--- src/rtl/dmod_cfg.svh ---
// Register offsets, field positions and reset values of the modulator
`ifndef DMOD_CFG_SVH
`define DMOD_CFG_SVH

`define DMOD_ADDR_W        12
`define DMOD_ADDR_CON0     12'h897
`define DMOD_ADDR_CON1     12'h898
`define DMOD_ADDR_SRC      12'h899
`define DMOD_ADDR_LCAR     12'h89a
`define DMOD_ADDR_HCAR     12'h89b

`define DMOD_EN_POS        7
`define DMOD_OUT_POS       5
`define DMOD_OINV_POS      4
`define DMOD_SWMOD_POS     0
`define DMOD_HINV_POS      5
`define DMOD_HSYNC_POS     4
`define DMOD_LINV_POS      1
`define DMOD_LSYNC_POS     0

`define DMOD_RST_CON0      8'h00
`define DMOD_RST_CON1      8'h00
`define DMOD_RST_SRC       5'h00
`define DMOD_RST_LCAR      4'h0
`define DMOD_RST_HCAR      4'h0

`define DMOD_SRC_RSVD_LO   5'h14
`define DMOD_SYNC_W        5

`endif

--- src/rtl/dmod_pkg.sv ---
// Types shared by the modulator modules
package dmod_pkg;

  typedef logic [4:0] dmod_src_code_t;
  typedef logic [3:0] dmod_car_code_t;

  typedef enum logic [4:0] {
    DMOD_SRC_PIN   = 5'h00,
    DMOD_SRC_SW    = 5'h01,
    DMOD_SRC_CCP1  = 5'h02,
    DMOD_SRC_CCP2  = 5'h03,
    DMOD_SRC_CCP3  = 5'h04,
    DMOD_SRC_CCP4  = 5'h05,
    DMOD_SRC_PWM1  = 5'h06,
    DMOD_SRC_PWM2  = 5'h07,
    DMOD_SRC_NOSC  = 5'h08,
    DMOD_SRC_CMP1  = 5'h09,
    DMOD_SRC_CMP2  = 5'h0a,
    DMOD_SRC_LC1   = 5'h0b,
    DMOD_SRC_LC2   = 5'h0c,
    DMOD_SRC_LC3   = 5'h0d,
    DMOD_SRC_LC4   = 5'h0e,
    DMOD_SRC_SER1  = 5'h0f,
    DMOD_SRC_SPI1  = 5'h10,
    DMOD_SRC_SPI2  = 5'h11,
    DMOD_SRC_CCP5  = 5'h12,
    DMOD_SRC_SER2  = 5'h13
  } dmod_src_t;

  typedef enum logic [3:0] {
    DMOD_ST_LOW   = 4'h1,
    DMOD_ST_HIGH  = 4'h2,
    DMOD_ST_HWAIT = 4'h4,
    DMOD_ST_LWAIT = 4'h8
  } dmod_state_t;

endpackage

--- src/rtl/dmod_car_if.sv ---
// Carrier selection bundle between the top and a carrier multiplexer
`timescale 1ns/10ps
`default_nettype none
interface dmod_car_if;
  logic [3:0]  code;
  logic        invert;
  logic [15:0] sources;
  logic        carrier;
  modport ctrl (output code, output invert, output sources, input carrier);
  modport mux  (input code, input invert, input sources, output carrier);
endinterface // dmod_car_if
`default_nettype wire

--- src/rtl/dmod_sync.sv ---
// Two-flop synchronisers for pin and foreign-clock inputs
`timescale 1ns/10ps
`default_nettype none
module dmod_sync #(
  parameter int W = 5
) (
  // Clock and reset
  input  wire logic         clk,
  input  wire logic         rstn,
  // Data
  input  wire logic [W-1:0] d,
  output logic      [W-1:0] q
);
  logic [W-1:0] meta_r;

  genvar i;
  generate
    for (i = 0; i < W; i++) begin : g_bit
      always_ff @(posedge clk or negedge rstn) begin
        if (!rstn) begin
          meta_r[i] <= 1'b0;
          q[i]      <= 1'b0;
        end else begin
          meta_r[i] <= d[i];
          q[i]      <= meta_r[i];
        end
      end
    end
  endgenerate
endmodule // dmod_sync
`default_nettype wire

--- src/rtl/dmod_car_mux.sv ---
// One carrier selector with polarity control
`timescale 1ns/10ps
`default_nettype none
module dmod_car_mux
  import dmod_pkg::*;
(
  // Carrier bundle
  dmod_car_if.mux cif
);
  // Same code map for both carriers; inversion ahead of the mixer
  always_comb begin
    cif.carrier = cif.sources[cif.code] ^ cif.invert;
  end
endmodule // dmod_car_mux
`default_nettype wire

--- src/rtl/dmod_top.sv ---
// Data signal modulator: registers, source select, carrier sync, output
`include "dmod_cfg.svh"
`timescale 1ns/10ps
`default_nettype none
module dmod_top
  import dmod_pkg::*;
(
  // Clock and reset
  input  wire logic        clk,
  input  wire logic        rstn,
  // Register port
  input  wire logic [11:0] reg_addr,
  input  wire logic [7:0]  reg_wdata,
  input  wire logic        reg_wr,
  input  wire logic        reg_rd,
  output logic      [7:0]  reg_rdata,
  // Pin routes and foreign clocks
  input  wire logic        modulator_pin_route,
  input  wire logic        low_carrier_pin_route,
  input  wire logic        high_carrier_pin_route,
  input  wire logic        fast_internal_oscillator,
  input  wire logic        reference_clock_output,
  // Peripheral outputs on clk
  input  wire logic [4:0]  ccp_out,
  input  wire logic [1:0]  pwm_out,
  input  wire logic        numeric_oscillator_out,
  input  wire logic [1:0]  comparator_out,
  input  wire logic [3:0]  logic_cell_out,
  input  wire logic        serial_one_tx,
  input  wire logic [1:0]  spi_data_out,
  input  wire logic        serial_port_two_tx,
  // Modulated output
  output logic             modulated_out
);

  // Control state
  logic           enable_r;
  logic           output_invert_r;
  logic           software_modulation_input_r;
  logic           high_carrier_invert_r;
  logic           high_carrier_sync_enable_r;
  logic           low_carrier_invert_r;
  logic           low_carrier_sync_enable_r;
  dmod_src_code_t modulator_source_code_r;
  dmod_car_code_t low_carrier_code_r;
  dmod_car_code_t high_carrier_code_r;

  logic [7:0]     reg_rdata_r;
  logic           out_lvl_r;
  logic           sysclk_div_r;
  logic           hcar_prev_r;
  logic           lcar_prev_r;
  dmod_state_t    st_r;
  dmod_state_t    st_nxt;

  logic [`DMOD_SYNC_W-1:0] pins_async;
  logic [`DMOD_SYNC_W-1:0] pins_sync;
  logic           modulator_signal;
  logic           high_carrier;
  logic           low_carrier;
  logic           hcar_fall;
  logic           lcar_fall;
  logic           use_high;
  logic           mixed;

  assign reg_rdata     = reg_rdata_r;
  assign modulated_out = out_lvl_r;

  // Pins and foreign clocks are asynchronous to clk
  assign pins_async = {reference_clock_output, fast_internal_oscillator,
                       high_carrier_pin_route, low_carrier_pin_route,
                       modulator_pin_route};

  dmod_sync #(
    .W (`DMOD_SYNC_W)
  ) u_sync (
    .clk  (clk),
    .rstn (rstn),
    .d    (pins_async),
    .q    (pins_sync)
  );

  // Register writes
  always_ff @(posedge clk or negedge rstn) begin
    if (!rstn) begin
      enable_r                    <= 1'(`DMOD_RST_CON0 >> `DMOD_EN_POS);
      output_invert_r             <= 1'b0;
      software_modulation_input_r <= 1'b0;
      high_carrier_invert_r       <= 1'b0;
      high_carrier_sync_enable_r  <= 1'b0;
      low_carrier_invert_r        <= 1'b0;
      low_carrier_sync_enable_r   <= 1'b0;
      modulator_source_code_r     <= `DMOD_RST_SRC;
      low_carrier_code_r          <= `DMOD_RST_LCAR;
      high_carrier_code_r         <= `DMOD_RST_HCAR;
    end else if (reg_wr) begin
      // Status bit of control 0 is not writable
      if (reg_addr == `DMOD_ADDR_CON0) begin
        enable_r                    <= reg_wdata[`DMOD_EN_POS];
        output_invert_r             <= reg_wdata[`DMOD_OINV_POS];
        software_modulation_input_r <= reg_wdata[`DMOD_SWMOD_POS];
      end else if (reg_addr == `DMOD_ADDR_CON1) begin
        high_carrier_invert_r       <= reg_wdata[`DMOD_HINV_POS];
        high_carrier_sync_enable_r  <= reg_wdata[`DMOD_HSYNC_POS];
        low_carrier_invert_r        <= reg_wdata[`DMOD_LINV_POS];
        low_carrier_sync_enable_r   <= reg_wdata[`DMOD_LSYNC_POS];
      end else if (reg_addr == `DMOD_ADDR_SRC) begin
        modulator_source_code_r     <= reg_wdata[4:0];
      end else if (reg_addr == `DMOD_ADDR_LCAR) begin
        low_carrier_code_r          <= reg_wdata[3:0];
      end else if (reg_addr == `DMOD_ADDR_HCAR) begin
        high_carrier_code_r         <= reg_wdata[3:0];
      end
    end
  end

  // Register reads: data valid only in the cycle after the strobe
  always_ff @(posedge clk or negedge rstn) begin
    if (!rstn) begin
      reg_rdata_r <= 8'h00;
    end else if (!reg_rd) begin
      reg_rdata_r <= 8'h00;
    end else if (reg_addr == `DMOD_ADDR_CON0) begin
      reg_rdata_r <= {enable_r, 1'b0, out_lvl_r, output_invert_r,
                      3'h0, software_modulation_input_r};
    end else if (reg_addr == `DMOD_ADDR_CON1) begin
      reg_rdata_r <= {2'h0, high_carrier_invert_r,
                      high_carrier_sync_enable_r, 2'h0,
                      low_carrier_invert_r, low_carrier_sync_enable_r};
    end else if (reg_addr == `DMOD_ADDR_SRC) begin
      reg_rdata_r <= {3'h0, modulator_source_code_r};
    end else if (reg_addr == `DMOD_ADDR_LCAR) begin
      reg_rdata_r <= {4'h0, low_carrier_code_r};
    end else if (reg_addr == `DMOD_ADDR_HCAR) begin
      reg_rdata_r <= {4'h0, high_carrier_code_r};
    end else begin
      reg_rdata_r <= 8'h00;
    end
  end

  // System clock as a carrier: clk/2 is the fastest level clk can show
  always_ff @(posedge clk or negedge rstn) begin
    if (!rstn) begin
      sysclk_div_r <= 1'b0;
    end else begin
      sysclk_div_r <= ~sysclk_div_r;
    end
  end

  // Modulator source multiplexer; reserved codes give a low modulator
  always_comb begin
    case (modulator_source_code_r)
      DMOD_SRC_PIN:  modulator_signal = pins_sync[0];
      DMOD_SRC_SW:   modulator_signal = software_modulation_input_r;
      DMOD_SRC_CCP1: modulator_signal = ccp_out[0];
      DMOD_SRC_CCP2: modulator_signal = ccp_out[1];
      DMOD_SRC_CCP3: modulator_signal = ccp_out[2];
      DMOD_SRC_CCP4: modulator_signal = ccp_out[3];
      DMOD_SRC_PWM1: modulator_signal = pwm_out[0];
      DMOD_SRC_PWM2: modulator_signal = pwm_out[1];
      DMOD_SRC_NOSC: modulator_signal = numeric_oscillator_out;
      DMOD_SRC_CMP1: modulator_signal = comparator_out[0];
      DMOD_SRC_CMP2: modulator_signal = comparator_out[1];
      DMOD_SRC_LC1:  modulator_signal = logic_cell_out[0];
      DMOD_SRC_LC2:  modulator_signal = logic_cell_out[1];
      DMOD_SRC_LC3:  modulator_signal = logic_cell_out[2];
      DMOD_SRC_LC4:  modulator_signal = logic_cell_out[3];
      DMOD_SRC_SER1: modulator_signal = serial_one_tx;
      DMOD_SRC_SPI1: modulator_signal = spi_data_out[0];
      DMOD_SRC_SPI2: modulator_signal = spi_data_out[1];
      DMOD_SRC_CCP5: modulator_signal = ccp_out[4];
      DMOD_SRC_SER2: modulator_signal = serial_port_two_tx;
      default:       modulator_signal = 1'b0;
    endcase
  end

  // Carrier multiplexers share one code map; only code 0 differs
  dmod_car_if car_l ();
  dmod_car_if car_h ();

  assign car_l.code    = low_carrier_code_r;
  assign car_l.invert  = low_carrier_invert_r;
  assign car_l.sources = {ccp_out[4], logic_cell_out, numeric_oscillator_out,
                          pwm_out, ccp_out[3:0], pins_sync[4],
                          pins_sync[3], sysclk_div_r,
                          pins_sync[1]};
  assign car_h.code    = high_carrier_code_r;
  assign car_h.invert  = high_carrier_invert_r;
  assign car_h.sources = {car_l.sources[15:1], pins_sync[2]};

  dmod_car_mux u_car_l (
    .cif (car_l.mux)
  );

  dmod_car_mux u_car_h (
    .cif (car_h.mux)
  );

  assign low_carrier  = car_l.carrier;
  assign high_carrier = car_h.carrier;

  // Carrier falling edges, seen after polarity
  always_ff @(posedge clk or negedge rstn) begin
    if (!rstn) begin
      hcar_prev_r <= 1'b0;
      lcar_prev_r <= 1'b0;
    end else begin
      hcar_prev_r <= high_carrier;
      lcar_prev_r <= low_carrier;
    end
  end

  assign hcar_fall = hcar_prev_r & ~high_carrier;
  assign lcar_fall = lcar_prev_r & ~low_carrier;

  // Carrier switch sequencer
  always_comb begin
    st_nxt = st_r;
    case (st_r)
      DMOD_ST_LOW: begin
        if (modulator_signal) begin
          if (low_carrier_sync_enable_r) begin
            st_nxt = DMOD_ST_LWAIT;
          end else begin
            st_nxt = DMOD_ST_HIGH;
          end
        end
      end
      DMOD_ST_LWAIT: begin
        // Modulator dropping back cancels the pending switch
        if (!modulator_signal) begin
          st_nxt = DMOD_ST_LOW;
        end else if (lcar_fall) begin
          st_nxt = DMOD_ST_HIGH;
        end
      end
      DMOD_ST_HIGH: begin
        if (!modulator_signal) begin
          if (high_carrier_sync_enable_r) begin
            st_nxt = DMOD_ST_HWAIT;
          end else begin
            st_nxt = DMOD_ST_LOW;
          end
        end
      end
      DMOD_ST_HWAIT: begin
        if (modulator_signal) begin
          st_nxt = DMOD_ST_HIGH;
        end else if (hcar_fall) begin
          st_nxt = DMOD_ST_LOW;
        end
      end
      default: begin
        st_nxt = DMOD_ST_LOW;
      end
    endcase
  end

  // Sequencer keeps running while disabled so selections stay coherent
  always_ff @(posedge clk or negedge rstn) begin
    if (!rstn) begin
      st_r <= DMOD_ST_LOW;
    end else begin
      st_r <= st_nxt;
    end
  end

  // Unsynchronised switching may narrow pulses; that is the user's choice
  assign use_high = (st_r == DMOD_ST_HIGH) || (st_r == DMOD_ST_HWAIT);
  assign mixed    = use_high ? high_carrier : low_carrier;

  // Output flop; clk sampling is the price of a glitch-free pin
  always_ff @(posedge clk or negedge rstn) begin
    if (!rstn) begin
      out_lvl_r <= 1'b0;
    end else if (!enable_r) begin
      out_lvl_r <= 1'b0;
    end else begin
      out_lvl_r <= mixed ^ output_invert_r;
    end
  end
endmodule // dmod_top
`default_nettype wire

--- config.mk ---
export PLATFORM = sky130hd
export DESIGN_NAME = dmod_top
export DESIGN_NICKNAME = d
export VERILOG_FILES = /design/src/rtl/dmod_pkg.sv /design/src/rtl/dmod_car_if.sv /design/src/rtl/dmod_sync.sv /design/src/rtl/dmod_car_mux.sv /design/src/rtl/dmod_top.sv
export VERILOG_INCLUDE_DIRS = /design/src /design/src/rtl
export SDC_FILE = /design/constraint.sdc
export NUM_CORES = 1
export LEC_CHECK = 0
export ABC_AREA = 0
export BUFFER_PORTS_ARGS = -buffer_cell sky130_fd_sc_hd__buf_2
export CORE_UTILIZATION = 57
export CTS_CLUSTER_SIZE = 40
export DETAILED_ROUTE_END_ITERATION = 10
export PLACE_DENSITY = 0.82
export SLEW_MARGIN = 10
export SYNTH_ARGS = -nofsm -noshare
export SYNTH_HDL_FRONTEND = slang
export SYNTH_SLANG_ARGS = --single-unit
--- constraint.sdc ---
create_clock -name clk -period 4.2 [get_ports clk]
set_clock_uncertainty 0.15 [all_clocks]
set_input_delay 0.21 -clock clk [delete_from_list [all_inputs] [get_ports clk]]
set_output_delay 0.21 -clock clk [all_outputs]
set_load 0.005 [all_outputs]
==> run metrics, run 1 <==
top_reg_cell synth dfrtp_1; GRT Util Overall 0.249; Seq/Total Area, Yosys 0.474; Mapped Area 2380 sq um; I/O pin count 56; XOR/XNOR share of the synthesized area 0.0247; relative slew slack 0.345; leakage power about 0.0013 uW; run status completed; post-route DRC violation count 0; Hold Fails Final Rpt 0; Synth cell types 47; Worst setup SP type flip-flop; Setup Crit Path Kind reg2reg; Num CTS Buffers 5; postcts setup bufs 0; max layer used met4; setup_tns 0 ps; initial antenna violation count 0; Met3 Wirelength about 190 um; Die Ht 66.6 um; RSZ-0062 raised after global routing false; pwr/cell area just over 300 nW/um^2; wl on met1 between 2000 and 2500 um; kind of end point of the critical path flip-flop; worst hold path class in2reg; endpoints failing setup 0; Final GP Congestion approximately 0.84; cts hold-fix bufs 8; largest family of logic cells by synthesized area multiplexers; CTS tree built; port bufs between 50 and 60; fin. max-slew vios 0; EDFF count, synth 0; largest net degree at the start of global routing 46; via/cell ratio 5.96; Syn Area/Cell 13.7 sq um; CP Max Fanout 6; met2 wire length approximately 2600 um; Mapped Nets 221; reg-to-reg setup timing slack 1590 ps; Max clock buf depth 2; Detailed Route Iter0 Violations 95; Die X between 60 and 70 um; Via Count 1,699; fin crit share 0.622; pre-CTS setup slack 1590 ps; total grt overflow 0; fraction of layout cells with a size suffix above 1 0.426; Yosys reg bits 45; peak supply drop 0.000211 V; Initial Util 0.595; Arr. time, crit path around 2700 ps; worst setup margin around 1600 ps; fillers 283; Synth Instances 174; maxcap violations 0; Post-Synth Simple-Gate Area 0.116; Critical Path RT 4260 ps; Synth Area in Adders 0; Ys Warns 0; Post-Route WL 4960 um; Reg clk slew, reported paths 90 ps; die area 4440 sq um; Synth Area in Compound Gates 0.0620; drt first pass iters 4; async set-or-reset flop fraction in the synthesized netlist 1.00; FP Rows 23; Slew @ Worst Pin 982 ps; core area around 4000 sq um; vias in the first global route between 1,500 and 2,000; clk_lat worst skew roughly 300 ps; multiplexer share of the synthesized area 0.288; highest clock rate 383 MHz; H-tree levels 2; nets@finish between 200 and 300; first-pass GRT wire length 7950 um; Post-DRT Antenna Nets 0; fin util 0.711; clock sink total 45; Area Overhead vs Synth 19.5%; hpwl dp 3590 um; clock period minus worst slack 2610 ps; routed len/inst 17.4 um; Root Buffer Master clkbuf_8; Resized Gates After CTS 0; ANT cells 0
## synthesized netlist by cell type (all sizes together) (2+ instances only)
master   count  share of area
and2         4          0.011
dfrtp       44           0.46
xnor2        4          0.021
o21a         2         0.0063
inv          6         0.0095
nand3        2         0.0042
o21ai        2         0.0042
a22oi        4          0.013
nor2        11          0.017
a21oi        4          0.010
or3          3         0.0084
nand4        6          0.016
and3         3         0.0079
buf          4          0.015
mux4        17           0.18
nand2        8          0.013
mux2        22           0.10
mux2i        2         0.0084
a2111oi      2          0.010
clkbuf       4          0.011
nor2b        4          0.011
## where the power goes
part | switching, uW | total (uW) | internal, uW
clock network | 155 | 337 | 181
logic | 41.1 | 87.2 | 46.1
registers | 9.22 | 453 | 444
## worst max-delay path, cell delays in order (launching register included)
cell	delay (ps)
dfrtp_1	510
mux4_1	620
mux4_2	510
xnor2_2	190
a2111oi_0	490
a211oi_2	60
## path summary, 6_finish.rpt
path,from,end,depth (start not counted)
max,car_l.code[2]$_DFFE_PN0P_,st_r[0]$_DFFE_PN1P_,5
min,reg_wdata[2],modulator_source_code_r[2]$_DFFE_PN0P_,2
max reg2reg,car_l.code[2]$_DFFE_PN0P_,st_r[0]$_DFFE_PN1P_,5
min reg2reg,u_sync.meta_r[1]$_DFF_PN0_,u_sync.q[1]$_DFF_PN0_,0
max in group asynchronous,rstn,st_r[1]$_DFFE_PN0P_,2
min in group asynchronous,rstn,reg_rdata[4]$_DFF_PN0_,2
## routing by layer
metal | vias up | global-route usage
met5 | - | 0
met4 | 0 | 0.0798
met3 | 7 | 0.0377
met2 | 48 | 0.439
met1 | 869 | 0.312
li1 | 775 | -
## cell families after synthesis
kind of cell | after synthesis
XOR/XNOR | 5
buffers and inverters | 14
multiplexers | 41
AND/OR/NAND/NOR | 49
flip-flops | 45
other | 1
AO/OA/AOI/OAI | 19
## layout by cell type (no fill, tap or decap), drive strengths merged
cell type and count:
o2bb2ai 1, nand4 6, a211oi 1, nor4bb 1, clkbuf 5, nor4b 1
a2111oi 2, buf 53, dlygate4sd3 8, a22oi 4, nand4b 1, or2 1
and2 4, inv 8, and3 3, nand3b 1, a21oi 4, o21ai 2
conb 1, xor2 1, dfstp 1, a211o 1, nor4 1, nand3 2
o41ai 1, o22ai 1, mux2 22, nor2 11, xnor2 4, mux2i 2
bufinv 1, nand2 8, or3 3, mux4 17, dfrtp 44, nor3b 1
nand2b 1, nor2b 4, o21a 2
## layout make-up
class / instances / area, sq um / area share
Multi-Input combinational cell: 115 / 1170 / 0.411
Sequential cell: 45 / 1130 / 0.396
Timing Repair Buffer: 61 / 345 / 0.121
Clock buffer: 5 / 68.8 / 0.0242
Tap cell: 50 / 62.6 / 0.0220
Clock inverter: 3 / 47.5 / 0.0167
Inverter: 6 / 22.5 / 0.00792
## registers in the layout (all words and copies together) (netlist names), 4 cells and up
signal / count
car_h.code: 4
car_l.code: 4
modulator_source_code_r: 5
u_sync.q: 5
u_sync.meta_r: 5
st_r: 4
reg_rdata: 7
## per-stage QoR
stage	hold WS, ps	instance area, sq um	total power (uW)	std cells
floorplan	-236	2380	506	174
detailed placement	169	2650	543	269
finish	17.9	2840	877	285
global route	12.9	2840	908	285
global placement	168	2650	541	269
CTS	10.8	2840	885	285
(Power assumes the default switching activity.)
==> inputs of run 2 (changes only) <==
- CORE_UTILIZATION: 57 -> 48
- PLACE_DENSITY: 0.82 -> 0.73
- clock period: 4.2 -> 2.4 ns (I/O delays scaled with it)
==> run 2 against run 1 <==
Effect of this change:
- clock power is 32% higher
- combinational power is 100% higher
- die area is 18% higher
- worst setup slack worse by 1600 ps
- critical path depth stayed put
- utilization is 9.1 points lower
- global-route usage is 2.7 points lower
- critical path type unchanged
- critical endpoint is now st_r[1]$_DFFE_PN0P_
- largest power group unchanged
- highest routed layer unchanged
==> run metrics, run 2 (same netlist as run 1, synthesis figures left out) <==
crit-path max cell delay 550 ps (was 620 ps); Hold Crit Depth 3 (was 2); ANT cells 0 (unchanged); largest net degree at the start of global routing 26 (was 46); Via Count 1,719 (was 1,699); fin. max-slew vios 0 (unchanged); Reg2Reg Depth 5 (unchanged); Worst Path Buf+Inv 0 (unchanged); drt first pass iters 4 (unchanged); Sw Ratio 0.240 (was 0.234); combinational group share of total power 0.124 (was 0.099); max layer used met4 (unchanged); commonest non-fill, non-tap cell in the layout buf_2 (unchanged); Hold Fails Final Rpt 0 (unchanged); first-pass GRT wire length 8620 um (was 7950 um); initial antenna violation count 0 (unchanged); Die Ht 72.4 um (was 66.6 um); die area 5240 sq um (was 4440 sq um); Initial Util 0.501 (was 0.595); clk_lat worst skew 300 ps (about the same); clock sink total 45 (unchanged); NetSw 339 uW (was 206 uW); core area 4750 sq um (was 4000 sq um); CP dominant cell by count mux4_2; Post-DRT Antenna Nets 0 (unchanged); Largest register FFs 7 (unchanged); CP Max Fanout 5 (was 6); Final GP Congestion 0.832 (was 0.837); fin crit share 0.993 (was 0.622); sequential fraction of design power 0.562 (was 0.517); run status completed (unchanged); GRT Util Overall 0.223 (was 0.249); RSZ-0062 raised after global routing true (was false); CP max-delay cell mux4_2 (was mux4_1); kind of end point of the critical path flip-flop (unchanged); Stages on worst setup path 5 (unchanged); Int Pwr 1070 uW (was 672 uW); I/O pin count 56 (unchanged); Max clock buf depth 2 (unchanged); via/cell ratio 5.49 (was 5.96); H-tree levels 2 (unchanged); Area Overhead vs Synth 23.9% (was 19.5%); crit path cell chain mux4_2, mux4_2, xnor2_4, a211o_1, nor3b_2 (was mux4_1, mux4_2, xnor2_2, a2111oi_0, a211oi_2); port bufs 53 (unchanged); Arr. time, crit path 2410 ps (was 2670 ps); fraction of layout cells with a size suffix above 1 0.467 (was 0.426); Num CTS Buffers 5 (unchanged); total grt overflow 0 (unchanged); relative slew slack 0.654 (was 0.345); Die X 72.4 um (was 66.6 um); Met3 Wirelength 247 um (was 186 um); Setup Crit Path Kind reg2reg (unchanged); clock power share 0.314 (was 0.384); routed len/inst 16.6 um (was 17.4 um); Slew @ Worst Pin 518 ps (was 982 ps); leakage power 0.00133 uW (was 0.00131 uW); peak supply drop 0.000443 V (was 0.000211 V); worst setup margin 15.7 ps (was 1590 ps); met2 wire length 2660 um (was 2610 um); hpwl dp 4060 um (was 3590 um); Critical Path RT 2420 ps (was 4260 ps); vias in the first global route 1,762 (was 1,668); highest clock rate 419 MHz (was 383 MHz); most frequent cells in the layout buf_2 (53), dfrtp_1 (42), mux2_2 (21) (was buf_2 (53), dfrtp_1 (44), mux2_2 (21)); Detailed Route Iter0 Violations 81 (was 95); maxcap violations 0 (unchanged); CP top delay family multiplexers (unchanged); nets@finish 293 (was 281); fin util 0.620 (was 0.711); post-route DRC violation count 0 (unchanged); worst hold path class in2reg (unchanged); Reg clk slew, reported paths 80 ps (was 90 ps); wl on met1 2170 um (was 2100 um); endpoints failing setup 0 (unchanged); Post-Route WL 5200 um (was 4960 um); clock period minus worst slack 2380 ps (was 2610 ps); FP Rows 25 (was 23); pre-CTS setup slack -151 ps (was 1590 ps); Root Buffer Master clkbuf_8 (unchanged); CTS tree built (unchanged); Worst setup SP type flip-flop (unchanged); pwr/cell area 479 nW/um^2 (was 309 nW/um^2)
-- run 2: cell types whose count changed in the layout (fill, tap and decap cells not counted), moves of 6 or more --
| cell | change |
|---|---|
| mux4_1 | -8 |
| mux4_2 | +8 |
| buf_4 | +6 |
| dlygate4sd3_1 | +6 |
-- run 2: tightest hold or removal path, cell delays in order --
cell and delay [ps]:
buf_2 130, nand2_1 130, mux2_1 150
-- run 2: metal layers --
metal / vias up / GRT usage
met1: 858 / 0.282
li1: 792 / -
met4: 0 / 0.0784
met5: - / 0
met3: 13 / 0.0458
met2: 56 / 0.381
-- run 2: final timing paths --
kind	start	endpoint	slack [ps]
max	car_l.code[2]$_DFFE_PN0P_	st_r[1]$_DFFE_PN0P_	20
min in group asynchronous	rstn	modulator_source_code_r[2]$_DFFE_PN0P_	160
max reg2reg	car_l.code[2]$_DFFE_PN0P_	st_r[1]$_DFFE_PN0P_	20
min reg2reg	u_sync.meta_r[2]$_DFF_PN0_	u_sync.q[2]$_DFF_PN0_	200
max in group asynchronous	rstn	st_r[0]$_DFFE_PN1P_	1200
min	reg_wr	enable_r$_DFFE_PN0P_	120
-- run 2: what timing repair did --
action	4_1_cts	5_1_grt
hold endpoints to repair	51	0
setup endpoints to repair	4	5
resized for setup	9	6
hold buffers	14	0
setup buffers	1	1
cloned	0	0
pin swaps	2	5
-- run 2: per-stage QoR --
stage | instance area, sq um | power (uW) | setup TNS [ps] | hold WS (ps) | cells
global route | 2950 | 1480 | -121 | 132 | 313
floorplan | 2380 | 885 | 0 | -326 | 174
global placement | 2700 | 949 | -52.2 | -52.7 | 290
finish | 2950 | 1410 | 0 | 123 | 313
CTS | 2930 | 1420 | -17.7 | 114 | 312
detailed placement | 2700 | 955 | -275 | -51.8 | 290
-- run 2: final cells by class --
| cell class | count | area, sq um |
|---|---|---|
| Clock inverter | 1 | 8.76 |
| Tap cell | 67 | 83.8 |
| Inverter | 6 | 22.5 |
| Fill cell | 393 | 1810 |
| Multi-Input combinational cell | 115 | 1180 |
| Clock buffer | 6 | 72.6 |
| Sequential cell | 45 | 1130 |
| Timing Repair Buffer | 73 | 450 |
-- run 2: power by group through the flow --
stage | Sequential [uW] | Combinational, uW | Clock [uW]
after CTS | 793 | 170 | 456
after global routing | 796 | 193 | 487
after floorplan | 799 | 85.8 | 0
final | 794 | 175 | 444
after detailed placement | 808 | 147 | 0
after global placement | 807 | 143 | 0
==> inputs of run 3 (changes only) <==
- CAP_MARGIN: unset -> 20
- SETUP_SLACK_MARGIN: unset -> 0.5
==> run 3 against run 2 <==
Effect of this change:
- sequential cell count unchanged
- non-clock buffer count up 2
- worst hold slack worse by 26 ps
- cell count up 0.96%
- clock power up 29%
- die area unchanged
- final area up 2.1%
- critical path depth unchanged
- via count about the same
- register-to-register slack about the same
- sequential power about the same
==> run metrics, run 3 (same netlist as run 1, synthesis figures left out) <==
run status completed (unchanged); fraction of layout cells with a size suffix above 1 0.482 (was 0.467); Via Count 1,720 (was 1,719); most frequent cells in the layout buf_2 (53), dfrtp_1 (41), mux2_2 (21) (was buf_2 (53), dfrtp_1 (42), mux2_2 (21)); core area 4750 sq um (unchanged); Sw Ratio 0.232 (was 0.240); Hold Fails Final Rpt 0 (unchanged); vias in the first global route 1,731 (was 1,762); post-route DRC violation count 0 (unchanged); kind of end point of the critical path flip-flop (unchanged); endpoints failing setup 0 (unchanged); Hold WS 97.4 ps (was 123 ps); Setup Crit Path Kind reg2reg (unchanged); commonest non-fill, non-tap cell in the layout buf_2 (unchanged); first-pass GRT wire length 8450 um (was 8620 um); I/O pin count 56 (unchanged); initial antenna violation count 0 (unchanged); Slew @ Worst Pin 545 ps (was 518 ps); fin crit share 0.990 (was 0.993); Initial Util 0.501 (unchanged); fillers 404 (was 393); register area 1130 sq um (about the same); drt first pass iters 4 (unchanged); Max clock buf depth 2 (unchanged); CP Max Fanout 5 (unchanged); Area Overhead vs Synth 26.6% (was 23.9%); nets@finish 295 (was 293); Arr. time, crit path 2410 ps (about the same); Worst setup SP type flip-flop (unchanged); post-route cell area 3010 sq um (was 2950 sq um); combinational group share of total power 0.116 (was 0.124); via/cell ratio 5.44 (was 5.49); Critical Path RT 2440 ps (was 2420 ps); port bufs 53 (unchanged); largest net degree at the start of global routing 21 (was 26); clk_lat worst skew 310 ps (was 300 ps); reg-to-reg setup timing slack 20 ps (about the same); max layer used met4 (unchanged); CTS tree built (unchanged); highest clock rate 421 MHz (was 419 MHz); Reg clk slew, reported paths 90 ps (was 80 ps); worst hold path class in2reg (unchanged); Die Ht 72.4 um (unchanged); fin. max-slew vios 0 (unchanged); Final GP Congestion 0.863 (was 0.832); footprint of the multi-input gates 1190 sq um (was 1180 sq um); Post-Route WL 5150 um (was 5200 um); H-tree levels 2 (unchanged); peak supply drop 0.000551 V (was 0.000443 V); relative slew slack 0.635 (was 0.654); Placed Area 2680 sq um (was 2700 sq um); Root Buffer Master clkbuf_8 (unchanged); pwr/cell area 513 nW/um^2 (was 479 nW/um^2); Post-DRT Antenna Nets 0 (unchanged); Met3 Wirelength 221 um (was 247 um); Num CTS Buffers 5 (unchanged); wl on met1 2190 um (was 2170 um); hpwl dp 3870 um (was 4060 um); Detailed Route Iter0 Violations 96 (was 81); Int Pwr 1190 uW (was 1070 uW); Die X 72.4 um (unchanged); GRT Util Overall 0.218 (was 0.223); routed len/inst 16.3 um (was 16.6 um); die area 5240 sq um (unchanged); maxcap violations 0 (unchanged); NetSw 359 uW (was 339 uW); met2 wire length 2690 um (was 2660 um); RSZ-0062 raised after global routing true (unchanged); sequential fraction of design power 0.513 (was 0.562); FP Rows 25 (unchanged); clock sink total 45 (unchanged); clock power share 0.371 (was 0.314); total grt overflow 0 (unchanged); Largest register FFs 7 (unchanged); clock period minus worst slack 2380 ps (about the same); leakage power 0.00136 uW (was 0.00133 uW); ANT cells 0 (unchanged)
run 3: changes by cell type in the layout (fill, tap and decap cells not counted), sizes merged:
cell    change
buf         +2
bufinv      +1
run 3: final timing paths:
| kind | endpoint | cells past startpoint | from |
|---|---|---|---|
| hold / removal | enable_r$_DFFE_PN0P_ | 3 | reg_wr |
| min in group asynchronous | high_carrier_sync_enable_r$_DFFE_PN0P_ | 2 | rstn |
| hold reg to reg | u_sync.q[0]$_DFF_PN0_ | 0 | u_sync.meta_r[0]$_DFF_PN0_ |
| setup / recovery | st_r[1]$_DFFE_PN0P_ | 5 | car_l.code[2]$_DFFE_PN0P_ |
| setup reg to reg | st_r[1]$_DFFE_PN0P_ | 5 | car_l.code[2]$_DFFE_PN0P_ |
| max in group asynchronous | car_l.code[2]$_DFFE_PN0P_ | 3 | rstn |
run 3: timing repair:
| item | 4_1_cts | 5_1_grt |
|---|---|---|
| endpoints found under the hold margin | 77 | 0 |
| pin swaps | 1 | 4 |
| hold buffers | 14 | 0 |
| setup buffers | 2 | 1 |
| setup endpoints to repair | 7 | 7 |
| resized for setup | 5 | 4 |
| cloned | 0 | 0 |
run 3: metal layers:
layer | track usage | vias to the layer above
li1 | - | 800
met4 | 0.0654 | 0
met3 | 0.0458 | 4
met1 | 0.278 | 871
met5 | 0 | -
met2 | 0.375 | 45
run 3: final cells by class:
type / count / area share
Clock inverter: 2 / 0.0129
Tap cell: 67 / 0.0278
Multi-Input combinational cell: 115 / 0.396
Clock buffer: 6 / 0.0241
Timing Repair Buffer: 75 / 0.156
Inverter: 6 / 0.00748
Sequential cell: 45 / 0.376
run 3: worst max-delay path, stage by stage, from the launching register on:
cell and delay, ps:
dfrtp_2 450, mux4_2 500, mux4_2 540, xnor2_4 180
a211o_1 280, nor3b_2 150
run 3: power by group through the flow:
stage               Combinational (uW)  Clock, uW  Sequential [uW]
global placement                   146          0              807
CTS                                172        584              793
global route                       198        617              796
detailed placement                 150          0              808
finish                             180        573              793
floorplan                         88.2          0              799
run 3: through the flow:
step | total power, uW | worst slack (ps) | utilization | TNS (ps) | cells
final | 1550 | 24.3 | 0.633 | 0 | 316
after global routing | 1610 | -55.0 | 0.633 | -95.5 | 316
after CTS | 1550 | 22.5 | 0.623 | 0 | 315
after detailed placement | 959 | -43.4 | 0.564 | -43.4 | 291
after global placement | 953 | -8.16 | 0.564 | -8.16 | 291
after floorplan | 887 | 116 | - | 0 | 174
